<file path="src/common/ccp_defines.svh">
`ifndef CCP_DEFINES_SVH
`define CCP_DEFINES_SVH

// register indices; byte address is four times the index
`define CCP_IDX_GLOBAL 8'h23
`define CCP_IDX_IRQ_EN 8'h24
`define CCP_IDX_FLAGS 8'h27
`define CCP_IDX_CNT_CTRL 8'h43
`define CCP_IDX_CNT_HI 8'h44
`define CCP_IDX_CNT_LO 8'h45
`define CCP_IDX_MODE 8'h49
`define CCP_IDX_CH0_HI 8'h4a
`define CCP_IDX_CH0_LO 8'h4b
`define CCP_IDX_CH1_HI 8'h4c
`define CCP_IDX_CH1_LO 8'h4d

// field positions
`define CCP_BIT_GIE 7
`define CCP_BIT_RUN 7
`define CCP_BIT_WIDE 2
`define CCP_CTRL_MASK 8'hfc
`define CCP_CHAN_MASK 8'h03

// reset values
`define CCP_RST_BYTE 8'h00
`define CCP_RST_WORD 16'h0000

// edge prescaler terminal counts
`define CCP_EDGES_4_LAST 4'h3
`define CCP_EDGES_16_LAST 4'hf

`endif

</file>
<file path="src/common/ccp_pkg.sv">
package ccp_pkg;

    typedef enum logic [3:0] {
        MODE_OFF = 4'b0000,
        MODE_UNUSED1 = 4'b0001,
        MODE_CMP_TOGGLE = 4'b0010,
        MODE_UNUSED3 = 4'b0011,
        MODE_CAP_FALL = 4'b0100,
        MODE_CAP_RISE = 4'b0101,
        MODE_CAP_RISE4 = 4'b0110,
        MODE_CAP_RISE16 = 4'b0111,
        MODE_CMP_SET_HIGH = 4'b1000,
        MODE_CMP_SET_LOW = 4'b1001,
        MODE_CMP_FLAG = 4'b1010,
        MODE_CMP_CLEAR = 4'b1011
    } chan_mode_t;

    typedef struct packed {
        logic sel;
        logic enable;
        logic write;
        logic [11:0] addr;
        logic [31:0] wdata;
    } apb_req_t;

endpackage : ccp_pkg

</file>
<file path="src/verilog/dual_capture_compare.sv">
// The APB register port is this design's own decision.
`timescale 1ns/1ps
`include "ccp_defines.svh"

module dual_capture_compare (
    // clock and reset
    input wire logic CLK_I,
    input wire logic SRST_I,
    // apb slave
    input wire logic PSEL_I,
    input wire logic PENABLE_I,
    input wire logic PWRITE_I,
    input wire logic [11:0] PADDR_I,
    input wire logic [31:0] PWDATA_I,
    output logic [31:0] PRDATA_O,
    output logic PREADY_O,
    output logic PSLVERR_O,
    // channel pins
    input wire logic [1:0] CH_PIN_I,
    output logic [1:0] CH_PIN_O,
    output logic [1:0] CH_PIN_OE_O,
    // interrupt request
    output logic IRQ_O
);

    // ------------------------------------------------------------
    // bus front end
    // ------------------------------------------------------------
    ccp_pkg::apb_req_t req;
    logic [7:0] idx;
    logic mapped;
    logic access;
    logic wr_stb;
    logic [7:0] wbyte;
    logic pready_r;
    logic [31:0] prdata_r;
    logic pslverr_r;
    logic [7:0] rd_byte;
    assign req.sel = PSEL_I;
    assign req.enable = PENABLE_I;
    assign req.write = PWRITE_I;
    assign req.addr = PADDR_I;
    assign req.wdata = PWDATA_I;
    assign idx = req.addr[9:2];
    assign wbyte = req.wdata[7:0];
    // a write lands on the single edge where pready is seen high
    assign access = req.sel && req.enable && pready_r;
    assign wr_stb = access && req.write && mapped;

    // ------------------------------------------------------------
    // registers
    // ------------------------------------------------------------
    logic [7:0] global_r;
    logic [7:0] irq_en_r;
    logic [7:0] flags_r;
    logic [7:0] cnt_ctrl_r;
    logic [15:0] counter_r;
    logic [7:0] mode_r;
    logic [1:0][15:0] chan_val_w;
    logic [1:0] chan_event_w;
    logic [1:0] chan_clr_w;
    logic [1:0] chan_pin_w;
    logic [1:0] chan_oe_w;
    logic mode_wr;
    logic cnt_run;
    logic cnt_wide;
    assign mode_wr = wr_stb && (idx == `CCP_IDX_MODE);
    assign cnt_run = cnt_ctrl_r[`CCP_BIT_RUN];
    assign cnt_wide = cnt_ctrl_r[`CCP_BIT_WIDE];

    always_comb begin
        mapped = 1'b0;
        if (req.addr[11:10] == 2'b00 && req.addr[1:0] == 2'b00) begin
            case (idx)
                `CCP_IDX_GLOBAL,
                `CCP_IDX_IRQ_EN,
                `CCP_IDX_FLAGS,
                `CCP_IDX_CNT_CTRL,
                `CCP_IDX_CNT_HI,
                `CCP_IDX_CNT_LO,
                `CCP_IDX_MODE,
                `CCP_IDX_CH0_HI,
                `CCP_IDX_CH0_LO,
                `CCP_IDX_CH1_HI,
                `CCP_IDX_CH1_LO: begin
                    mapped = 1'b1;
                end
                default: begin
                    mapped = 1'b0;
                end
            endcase
        end
    end

    always_comb begin
        case (idx)
            `CCP_IDX_GLOBAL: rd_byte = global_r;
            `CCP_IDX_IRQ_EN: rd_byte = irq_en_r;
            `CCP_IDX_FLAGS: rd_byte = flags_r;
            `CCP_IDX_CNT_CTRL: rd_byte = cnt_ctrl_r;
            `CCP_IDX_CNT_HI: rd_byte = counter_r[15:8];
            `CCP_IDX_CNT_LO: rd_byte = counter_r[7:0];
            `CCP_IDX_MODE: rd_byte = mode_r;
            `CCP_IDX_CH0_HI: rd_byte = chan_val_w[0][15:8];
            `CCP_IDX_CH0_LO: rd_byte = chan_val_w[0][7:0];
            `CCP_IDX_CH1_HI: rd_byte = chan_val_w[1][15:8];
            `CCP_IDX_CH1_LO: rd_byte = chan_val_w[1][7:0];
            default: rd_byte = `CCP_RST_BYTE;
        endcase
    end

    // one wait state: pready rises in the second access cycle
    always_ff @(posedge CLK_I) begin
        if (SRST_I) begin
            pready_r <= 1'b0;
            prdata_r <= 32'h0000_0000;
            pslverr_r <= 1'b0;
        end else if (req.sel && req.enable && !pready_r) begin
            pready_r <= 1'b1;
            prdata_r <= (!req.write && mapped) ? {24'h00_0000, rd_byte} : 32'h0000_0000;
            pslverr_r <= !mapped;
        end else begin
            pready_r <= 1'b0;
            prdata_r <= 32'h0000_0000;
            pslverr_r <= 1'b0;
        end
    end
    assign PREADY_O = pready_r;
    assign PRDATA_O = prdata_r;
    assign PSLVERR_O = pslverr_r;
    always_ff @(posedge CLK_I) begin
        if (SRST_I) begin
            global_r <= `CCP_RST_BYTE;
        end else if (wr_stb && idx == `CCP_IDX_GLOBAL) begin
            global_r <= wbyte & 8'h80;
        end
    end

    always_ff @(posedge CLK_I) begin
        if (SRST_I) begin
            irq_en_r <= `CCP_RST_BYTE;
        end else if (wr_stb && idx == `CCP_IDX_IRQ_EN) begin
            irq_en_r <= wbyte & `CCP_CHAN_MASK;
        end
    end

    // hardware set wins over a software clear in the same cycle
    always_ff @(posedge CLK_I) begin
        if (SRST_I) begin
            flags_r <= `CCP_RST_BYTE;
        end else if (wr_stb && idx == `CCP_IDX_FLAGS) begin
            flags_r <= (wbyte & `CCP_CHAN_MASK) | {6'b00_0000, chan_event_w};
        end else begin
            flags_r <= flags_r | {6'b00_0000, chan_event_w};
        end
    end

    always_ff @(posedge CLK_I) begin
        if (SRST_I) begin
            cnt_ctrl_r <= `CCP_RST_BYTE;
        end else if (wr_stb && idx == `CCP_IDX_CNT_CTRL) begin
            cnt_ctrl_r <= wbyte & `CCP_CTRL_MASK;
        end
    end

    always_ff @(posedge CLK_I) begin
        if (SRST_I) begin
            mode_r <= `CCP_RST_BYTE;
        end else if (mode_wr) begin
            mode_r <= wbyte;
        end
    end

    assign IRQ_O = global_r[`CCP_BIT_GIE] && |(flags_r[1:0] & irq_en_r[1:0]);

    // ------------------------------------------------------------
    // shared counter
    // ------------------------------------------------------------
    always_ff @(posedge CLK_I) begin
        if (SRST_I) begin
            counter_r <= `CCP_RST_WORD;
        end else if (!cnt_run) begin
            counter_r <= `CCP_RST_WORD;
        end else if (|chan_clr_w) begin
            counter_r <= `CCP_RST_WORD;
        end else if (wr_stb && idx == `CCP_IDX_CNT_HI) begin
            counter_r <= {wbyte, counter_r[7:0]};
        end else if (wr_stb && idx == `CCP_IDX_CNT_LO) begin
            counter_r <= {counter_r[15:8], wbyte};
        end else if (cnt_wide) begin
            counter_r <= counter_r + 16'h0001;
        end else begin
            // narrow mode wraps in the low byte
            counter_r <= {8'h00, counter_r[7:0] + 8'h01};
        end
    end

    // ------------------------------------------------------------
    // channels
    // ------------------------------------------------------------
    for (genvar ch = 0; ch < 2; ch++) begin : g_chan
        ccp_pkg::chan_mode_t mode;
        logic [7:0] idx_hi;
        logic [7:0] idx_lo;
        logic is_cap;
        logic is_cmp;
        logic sync1_r;
        logic sync2_r;
        logic sync3_r;
        logic level_r;
        logic settled;
        logic rise;
        logic fall;
        logic [3:0] edge_cnt_r;
        logic cap_hit;
        logic match;
        logic match_d_r;
        logic cmp_hit;
        logic [15:0] val_r;
        logic pin_r;
        assign mode = ccp_pkg::chan_mode_t'(mode_r[4 * ch +: 4]);
        assign idx_hi = (ch == 0) ? `CCP_IDX_CH0_HI : `CCP_IDX_CH1_HI;
        assign idx_lo = (ch == 0) ? `CCP_IDX_CH0_LO : `CCP_IDX_CH1_LO;
        // at most one of the two is ever true for a code; neither for MODE_OFF or unused codes
        always_comb begin
            is_cap = 1'b0;
            is_cmp = 1'b0;
            case (mode)
                ccp_pkg::MODE_CAP_FALL,
                ccp_pkg::MODE_CAP_RISE,
                ccp_pkg::MODE_CAP_RISE4,
                ccp_pkg::MODE_CAP_RISE16: is_cap = 1'b1;
                ccp_pkg::MODE_CMP_TOGGLE,
                ccp_pkg::MODE_CMP_SET_HIGH,
                ccp_pkg::MODE_CMP_SET_LOW,
                ccp_pkg::MODE_CMP_FLAG,
                ccp_pkg::MODE_CMP_CLEAR: is_cmp = 1'b1;
                default: begin
                    is_cap = 1'b0;
                    is_cmp = 1'b0;
                end
            endcase
        end

        // three stages; level accepted only once stages two and three agree
        always_ff @(posedge CLK_I) begin
            if (SRST_I) begin
                sync1_r <= 1'b0;
                sync2_r <= 1'b0;
                sync3_r <= 1'b0;
            end else begin
                sync1_r <= CH_PIN_I[ch];
                sync2_r <= sync1_r;
                sync3_r <= sync2_r;
            end
        end
        assign settled = (sync2_r == sync3_r);
        assign rise = settled && sync3_r && !level_r;
        assign fall = settled && !sync3_r && level_r;
        always_ff @(posedge CLK_I) begin
            if (SRST_I) begin
                level_r <= 1'b0;
            end else if (settled) begin
                level_r <= sync3_r;
            end
        end

        always_ff @(posedge CLK_I) begin
            if (SRST_I) begin
                edge_cnt_r <= 4'h0;
            end else if (mode_wr) begin
                edge_cnt_r <= 4'h0;
            end else if (is_cap && rise) begin
                edge_cnt_r <= edge_cnt_r + 4'h1;
            end
        end

        always_comb begin
            case (mode)
                ccp_pkg::MODE_CAP_FALL: cap_hit = fall;
                ccp_pkg::MODE_CAP_RISE: cap_hit = rise;
                ccp_pkg::MODE_CAP_RISE4:
                    cap_hit = rise && edge_cnt_r[1:0] == 2'(`CCP_EDGES_4_LAST);
                ccp_pkg::MODE_CAP_RISE16:
                    cap_hit = rise && edge_cnt_r == `CCP_EDGES_16_LAST;
                default: cap_hit = 1'b0;
            endcase
        end
        // equality is edge-detected so a halted counter flags only once
        assign match = is_cmp && (val_r == counter_r);
        assign cmp_hit = match && !match_d_r;
        always_ff @(posedge CLK_I) begin
            if (SRST_I) begin
                match_d_r <= 1'b0;
            end else begin
                match_d_r <= match;
            end
        end

        // capture beats a software byte write in the same cycle
        always_ff @(posedge CLK_I) begin
            if (SRST_I) begin
                val_r <= `CCP_RST_WORD;
            end else if (cap_hit) begin
                val_r <= counter_r;
            end else if (wr_stb && idx == idx_hi) begin
                val_r <= {wbyte, val_r[7:0]};
            end else if (wr_stb && idx == idx_lo) begin
                val_r <= {val_r[15:8], wbyte};
            end
        end

        always_ff @(posedge CLK_I) begin
            if (SRST_I) begin
                pin_r <= 1'b0;
            end else if (mode_wr) begin
                case (wbyte[4 * ch +: 4])
                    ccp_pkg::MODE_CMP_SET_LOW: pin_r <= 1'b1;
                    ccp_pkg::MODE_CMP_SET_HIGH: pin_r <= 1'b0;
                    default: pin_r <= pin_r;
                endcase
            end else if (cmp_hit) begin
                case (mode)
                    ccp_pkg::MODE_CMP_SET_LOW: pin_r <= 1'b0;
                    ccp_pkg::MODE_CMP_SET_HIGH: pin_r <= 1'b1;
                    ccp_pkg::MODE_CMP_TOGGLE: pin_r <= !pin_r;
                    default: pin_r <= pin_r;
                endcase
            end
        end

        assign chan_val_w[ch] = val_r;
        assign chan_event_w[ch] = cap_hit || cmp_hit;
        assign chan_clr_w[ch] = cmp_hit && mode == ccp_pkg::MODE_CMP_CLEAR;
        assign chan_pin_w[ch] = pin_r;
        assign chan_oe_w[ch] = mode == ccp_pkg::MODE_CMP_SET_LOW
                            || mode == ccp_pkg::MODE_CMP_SET_HIGH
                            || mode == ccp_pkg::MODE_CMP_TOGGLE;
    end
    assign CH_PIN_O = chan_pin_w;
    assign CH_PIN_OE_O = chan_oe_w;
endmodule : dual_capture_compare

</file>
<file path="config.mk">
export PLATFORM = sky130hd
export DESIGN_NAME = dual_capture_compare
export DESIGN_NICKNAME = d
export VERILOG_FILES = /design/src/common/ccp_pkg.sv /design/src/verilog/dual_capture_compare.sv
export VERILOG_INCLUDE_DIRS = /design/src /design/src/common
export SDC_FILE = /design/constraint.sdc
export NUM_CORES = 1
export LEC_CHECK = 0
export BUFFER_PORTS_ARGS = -buffer_cell sky130_fd_sc_hd__buf_2
export CAP_MARGIN = 30
export CORE_MARGIN = 2
export CORE_UTILIZATION = 58
export CTS_CLUSTER_SIZE = 14
export DETAILED_ROUTE_END_ITERATION = 7
export PLACE_DENSITY_LB_ADDON = 0.05
export SYNTH_ARGS = -nofsm -noshare
export SYNTH_HDL_FRONTEND = slang
export SYNTH_SLANG_ARGS = --single-unit
</file>
<file path="constraint.sdc">
create_clock -name CLK_I -period 3.3 [get_ports CLK_I]
set_input_delay 0.33 -clock CLK_I [delete_from_list [all_inputs] [get_ports CLK_I]]
set_output_delay 0.33 -clock CLK_I [all_outputs]
set_load 0.05 [all_outputs]
</file>
* Yosys cells after proc, flatten, opt, wreduce, memory -nomap -nowiden *
Index checks and enable logic that the tools add are counted.

storage, ports and cells
  logic and storage cells = 193
  register bits = 127
  RAM bits = 0
  bits in latches = 0
  memories kept = 0
  bits in read-only memories = 0

operators by class
  multiplexer cells = 28
  bitwise operators = 6
  multiply operators = 0
  magnitude comparators = 0
  equality and inequality tests = 46
  reductions and logical operators = 80
  shift-type cells = 0
  divide/modulo/power cells = 0
  $add $sub $neg = 4

operators with widths
  kind                     count
  $mux W16                 7
  $pmux W8 S11             1
  $eq A8 B7 Y1 const B     8
  $eq A4 B4 Y1 const B     14
  $logic_and A1 B1 Y1      39
  $eq A16 B16 Y1           2
  $eq A4 B3 Y1 const B     8
  $eq A8 B6 Y1 const B     3
  $mux W8                  3
  $add A16 B1 Y16 const B  1
  $reduce_bool A2 Y1       6
  $reduce_or A4 Y1         3
  $logic_not A1 Y1         11
  $mux W1                  11
  $reduce_or A11 Y1        1
  $reduce_or A5 Y1         2
  $add A4 B1 Y4 const B    2
  $add A8 B1 Y8 const B    1
  $eq A4 B2 Y1 const B     2
  $or A8 B2 Y8             1
  $pmux W1 S4              2
  $reduce_bool A4 Y1       2
  $logic_or A1 B1 Y1       6
  $ne A2 B2 Y1 const B     3
  other kinds (13)         25

* Longest topological paths before layout *
  depth after elaboration = 9
  depth in mapped cells = 8

* Worst setup path before layout *
Ideal clock, no wire load.

  path type = flip-flop to flip-flop
  from = reg mode_r[5]
  to = reg g_chan[1].pin_r
  path buffers = 1
  setup time = 123 ps
  path slack = 495 ps
  data arrival time = 2,682 ps
  cell stages (with the launch flop) = 7
  cells stage by stage = dfxtp_1 -> clkbuf_1 -> or3b_1 -> a21oi_1 -> or3b_1 -> o31a_1 -> mux2_1

between the ends
  longest elaborated chain between the ends = 7

ends and longest elaborated chain
  what                                        RTL line                     RTL
  start: declaration                          dual_capture_compare.sv:58   logic [7:0] mode_r;
  start signal: assignment                    dual_capture_compare.sv:168  mode_r <= `CCP_RST_BYTE;
  start signal: assignment                    dual_capture_compare.sv:170  mode_r <= wbyte;
  $eq A4 B4 Y1, or another cell as far along  dual_capture_compare.sv:228  case (mode)
  $reduce_or A5 Y1                            dual_capture_compare.sv:228
  $mux W1                                     dual_capture_compare.sv:228
  $logic_and A1 B1 Y1                         dual_capture_compare.sv:290  assign match = is_cmp && (val_r == counter_r);
  $logic_and A1 B1 Y1                         dual_capture_compare.sv:291  assign cmp_hit = match && !match_d_r;
  $reduce_bool A2 Y1 (no source line)         --
  $reduce_and A3 Y1 (no source line)          --
  end signal: assignment                      dual_capture_compare.sv:320  default: pin_r <= pin_r;
  end signal: assignment                      dual_capture_compare.sv:326  ccp_pkg::MODE_CMP_TOGGLE: pin_r <= !pin_r;
  end signal: assignment                      dual_capture_compare.sv:327  default: pin_r <= pin_r;
  end: declaration                            dual_capture_compare.sv:220  logic pin_r;

Parallel ways exist; a longest one is shown, timed or not. The select of a mux whose other input is x is not followed.
A chain may end at the register's enable or synchronous reset.

* Final worst setup path *
  from = reg pready_r (netlist: PREADY_O)
  to = reg g_chan[1].val_r[6]

between the ends
  longest elaborated chain between the ends = 6

ends and longest elaborated chain
  what                                                                 RTL line                                                  RTL
  start: declaration                                                   dual_capture_compare.sv:35                                logic pready_r;
  start signal: assignment                                             dual_capture_compare.sv:115                               pready_r <= 1'b0;
  start signal: assignment                                             dual_capture_compare.sv:119                               pready_r <= 1'b1;
  start signal: assignment                                             dual_capture_compare.sv:123                               pready_r <= 1'b0;
  $logic_and A1 B1 Y1 (*)                                              dual_capture_compare.sv:47                                assign access = req.sel && req.enable && pready_r;
  $logic_and A1 B1 Y1 (*) (2 in series)                                dual_capture_compare.sv:48                                assign wr_stb = access && req.write && mapped;
  $logic_and A1 B1 Y1, on equally long branches                        dual_capture_compare.sv:306, dual_capture_compare.sv:308
  $ne A2 B2 Y1 (no source line) or $reduce_bool A2 Y1 (tied branches)  --
  $reduce_and A2 Y1 (no source line) (*)                               --
  end signal: assignment                                               dual_capture_compare.sv:305                               val_r <= counter_r;
  end signal: assignment                                               dual_capture_compare.sv:307                               val_r <= {wbyte, val_r[7:0]};
  end signal: assignment                                               dual_capture_compare.sv:309                               val_r <= {val_r[15:8], wbyte};
  end: declaration                                                     dual_capture_compare.sv:219                               logic [15:0] val_r;

Every way passes the cells marked *; elsewhere a longest branch is shown, timed or not.

==> results_dict.tcl <==
set metrics [dict create \
    synth_top_cell_by_area "dfxtp_1" \
    cap_violations 0 \
    worstPathMaxFanout 8 \
    drtPass1Iterations 5 \
    die_x_um 106 \
    nets 771 \
    synth_seq_area_share 0.323 \
    via_per_inst 6.25 \
    peakVddDrop_mv 0.207 \
    tightestPinTransition_ns 0.968 \
    cp.arrival_ns 2.60 \
    synthArstFlopShare 0 \
    cp-start-kind "flip-flop" \
    vias 5336 \
    layout_setup_ws_ns 0.989 \
    max_freq_mhz 433 \
    max_stage_delay_ns 0.63 \
    synth_common_cells "dfxtp_1, nor2_1, nand2_1" \
    min_period_over_period 0.700 \
    r2r-end "g_chan[1].val_r[6]" \
    wl_mm 16.6 \
    post-place-ws_ns 0.663 \
    clockBufferDepth 2 \
    report.final.slew_viol_count 0 \
    yosys.cell_count.top_type "dfxtp_1" \
    critPathRequiredTime_ns 3.59 \
    tritoncts "built" \
    ys_warn_count 0 \
    cts_setup_buffers 0 \
    crit_buf_inv 0 \
    setup_viol 0 \
    drcViolationCount 0 \
    clock_latency_ns 0.39 \
    finClkSkew_ns 0.0119 \
    yosysUniqueCellTypes 79 \
    reg2reg_from "PREADY_O" \
    postSynthCellCount 717 \
    dieArea_sq_um 11200 \
    io_buffers 41 \
    timing_worst_setup_path_type "reg2reg" \
    post_cts_resized 0 \
    grt_max_degree 45 \
    initial_utilization 0.590 \
    fin_cells 854 \
    ys.flop_type "dfxtp_1" \
    core_sq_um 10200 \
    ff2ff_setup_slack_ns 0.99 \
    ant_nets 0 \
    cts_sinks 97 \
    power.density_nw_per_um2 351 \
    htreeDepth 3 \
    hold_class "in2reg" \
    root_buffer "clkbuf_8" \
    drt-initial-drc-count 418 \
    synth.area.top_cells "dfxtp_1, mux2i_1, xnor2_1, nor2_1, nand2_1" \
    synth_edf_count 0 \
    ys_seq_elements 97 \
    area_growth_pct 5.00 \
    min_period_ns 2.31 \
    syn_avg_cell_area_sq_um 8.38 \
    grt_pass1_wl_mm 26.4 \
    antenna_cells 0 \
    p_leak_nw 2.36 \
    yosysTopAreaCellShare 0.323 \
    globalRouteTotalUtil 0.303 \
    critPathCaptureType "flip-flop" \
    die_height_um 106 \
    drive_above_1_share 0.148 \
    place.detailed.hpwl_mm 11.9 \
    cp_slowest_cell "or3_1" \
    hold_end "g_chan[0].sync1_r" \
    syn_area_sq_um 6010 \
    reg2reg_depth 5 \
    outcome "complete, no violations" \
    wl_per_cell_um 19.4 \
    hold_depth 2 \
    gp_congestion 0.920 \
    antenna_found_initial 0 \
    path_cells "nand4_1, or2_1, or3_1, mux2i_1, a211oi_1" \
    clk_pin_slew_ns 0.10 \
    cts-buffers-inserted 9 \
    placed_cells 838 \
    grt_pass1_vias 5061 \
    cp_top_family "simple AND/OR/NAND/NOR gates" \
    ios 90 \
    grt_overflow 0 \
    hold_viol_final 0 \
    rows 37 \
    tns_ns 0 \
    min_from "CH_PIN_I[0]" \
    cts_hold_buf 0 \
    rsz0062_at_grt "false" \
    slew_headroom 0.355 \
]
## cells in the final DEF, fill, tap and decap left out, types with 3 or more instances in the layout
cell type / synthesis / layout
a211oi_2: 8 / 8
a21oi_1: 30 / 30
mux2i_1: 56 / 56
a211oi_1: 18 / 18
a31oi_1: 3 / 3
nor2b_1: 12 / 12
o22ai_1: 6 / 6
or3b_1: 5 / 5
dfxtp_1: 97 / 97
nand4_1: 18 / 18
nand2b_1: 3 / 3
nor4_1: 4 / 4
inv_1: 11 / 11
a32o_1: 3 / 3
xnor2_1: 32 / 32
o21ai_0: 5 / 5
buf_4: 26 / 16
or3_1: 8 / 8
clkbuf_8: 0 / 9
xor2_1: 8 / 8
o221ai_1: 5 / 5
and3_1: 3 / 3
a311oi_1: 16 / 16
nor3b_1: 4 / 4
or4_1: 3 / 3
mux2_2: 4 / 4
or3b_2: 3 / 3
nor3_1: 22 / 22
buf_2: 11 / 41
nor2_1: 74 / 74
and2_1: 3 / 3
o21ai_1: 5 / 5
nand3_1: 18 / 18
conb_1: 1 / 24
a22oi_1: 5 / 5
o31a_1: 3 / 3
nand2_1: 64 / 64
ha_1: 7 / 7
## flip-flops by register name, summed over array words and instances, names as in the netlist
register	cells
irq_en_r	2
PREADY_O	1
cnt_ctrl_r	6
g_chan.sync1_r	2
g_chan.val_r	32
flags_r	2
g_chan.match_d_r	2
PSLVERR_O	1
g_chan.sync3_r	2
global_r	1
g_chan.edge_cnt_r	8
counter_r	16
PRDATA_O	8
g_chan.pin_r	2
g_chan.level_r	2
mode_r	8
g_chan.sync2_r	2
## final cells by class
class	instances	area [sq um]
clock buffer	9	124
fill	921	3880
sequential	97	1940
clock inverter	7	95.1
tap	136	170
multi-input combinational	537	3610
timing repair buffer	57	325
inverter	11	41.3
## report_power, final
| part | internal, mW | switching, mW | total (mW) |
|---|---|---|---|
| registers | 1.17 | 0.00211 | 1.18 |
| clock network | 0.427 | 0.436 | 0.863 |
| logic | 0.0345 | 0.142 | 0.176 |
| total | 1.63 | 0.580 | 2.22 |
## cells by family (layout without fill, tap and decap cells)
group                    count (synthesis)  count (layout)  share of synthesized area
XOR/XNOR                                40              40                     0.0583
buffers and inverters                  106              84                     0.0910
adder cells (fa/ha/maj)                  7               7                     0.0146
flip-flops                              97              97                      0.323
other                                    1              24                   0.000624
multiplexers                            62              62                      0.105
AND/OR/NAND/NOR                        270             270                      0.239
AO/OA/AOI/OAI                          134             134                      0.168
## through the flow
stage | instance area (sq um) | hold slack [ns] | total power [mW] | util
global placement | 6090 | 0.425 | 1.37 | 0.598
detailed placement | 6090 | 0.439 | 1.38 | 0.598
global route | 6310 | 0.184 | 2.28 | 0.619
CTS | 6310 | 0.153 | 2.22 | 0.619
floorplan | 6090 | 0.414 | 1.36 | -
finish | 6310 | 0.157 | 2.22 | 0.619
## worst max path at each step
stage                     from             endpoint  slack [ns]  depth (start not counted)
floorplan            mode_r[5]      g_chan[1].pin_r        0.50                          6
global placement    PADDR_I[2]            mode_r[7]        0.68                          7
detailed placement  PADDR_I[7]   g_chan[0].val_r[3]        0.66                          7
CTS                  mode_r[2]           flags_r[0]        1.00                          6
global route         mode_r[2]  g_chan[0].val_r[15]        0.77                          6
finish                PREADY_O   g_chan[1].val_r[6]        0.99                          5
## per-layer routing
layer  GRT usage  vias up  wire length (um)
li1            -     2521                 -
met1       0.388     2544              6890
met2       0.499      215              8010
met3      0.0501       56              1060
met4       0.142        0               643
met5           0        -                 0
Power figures use the tool's default switching activity.
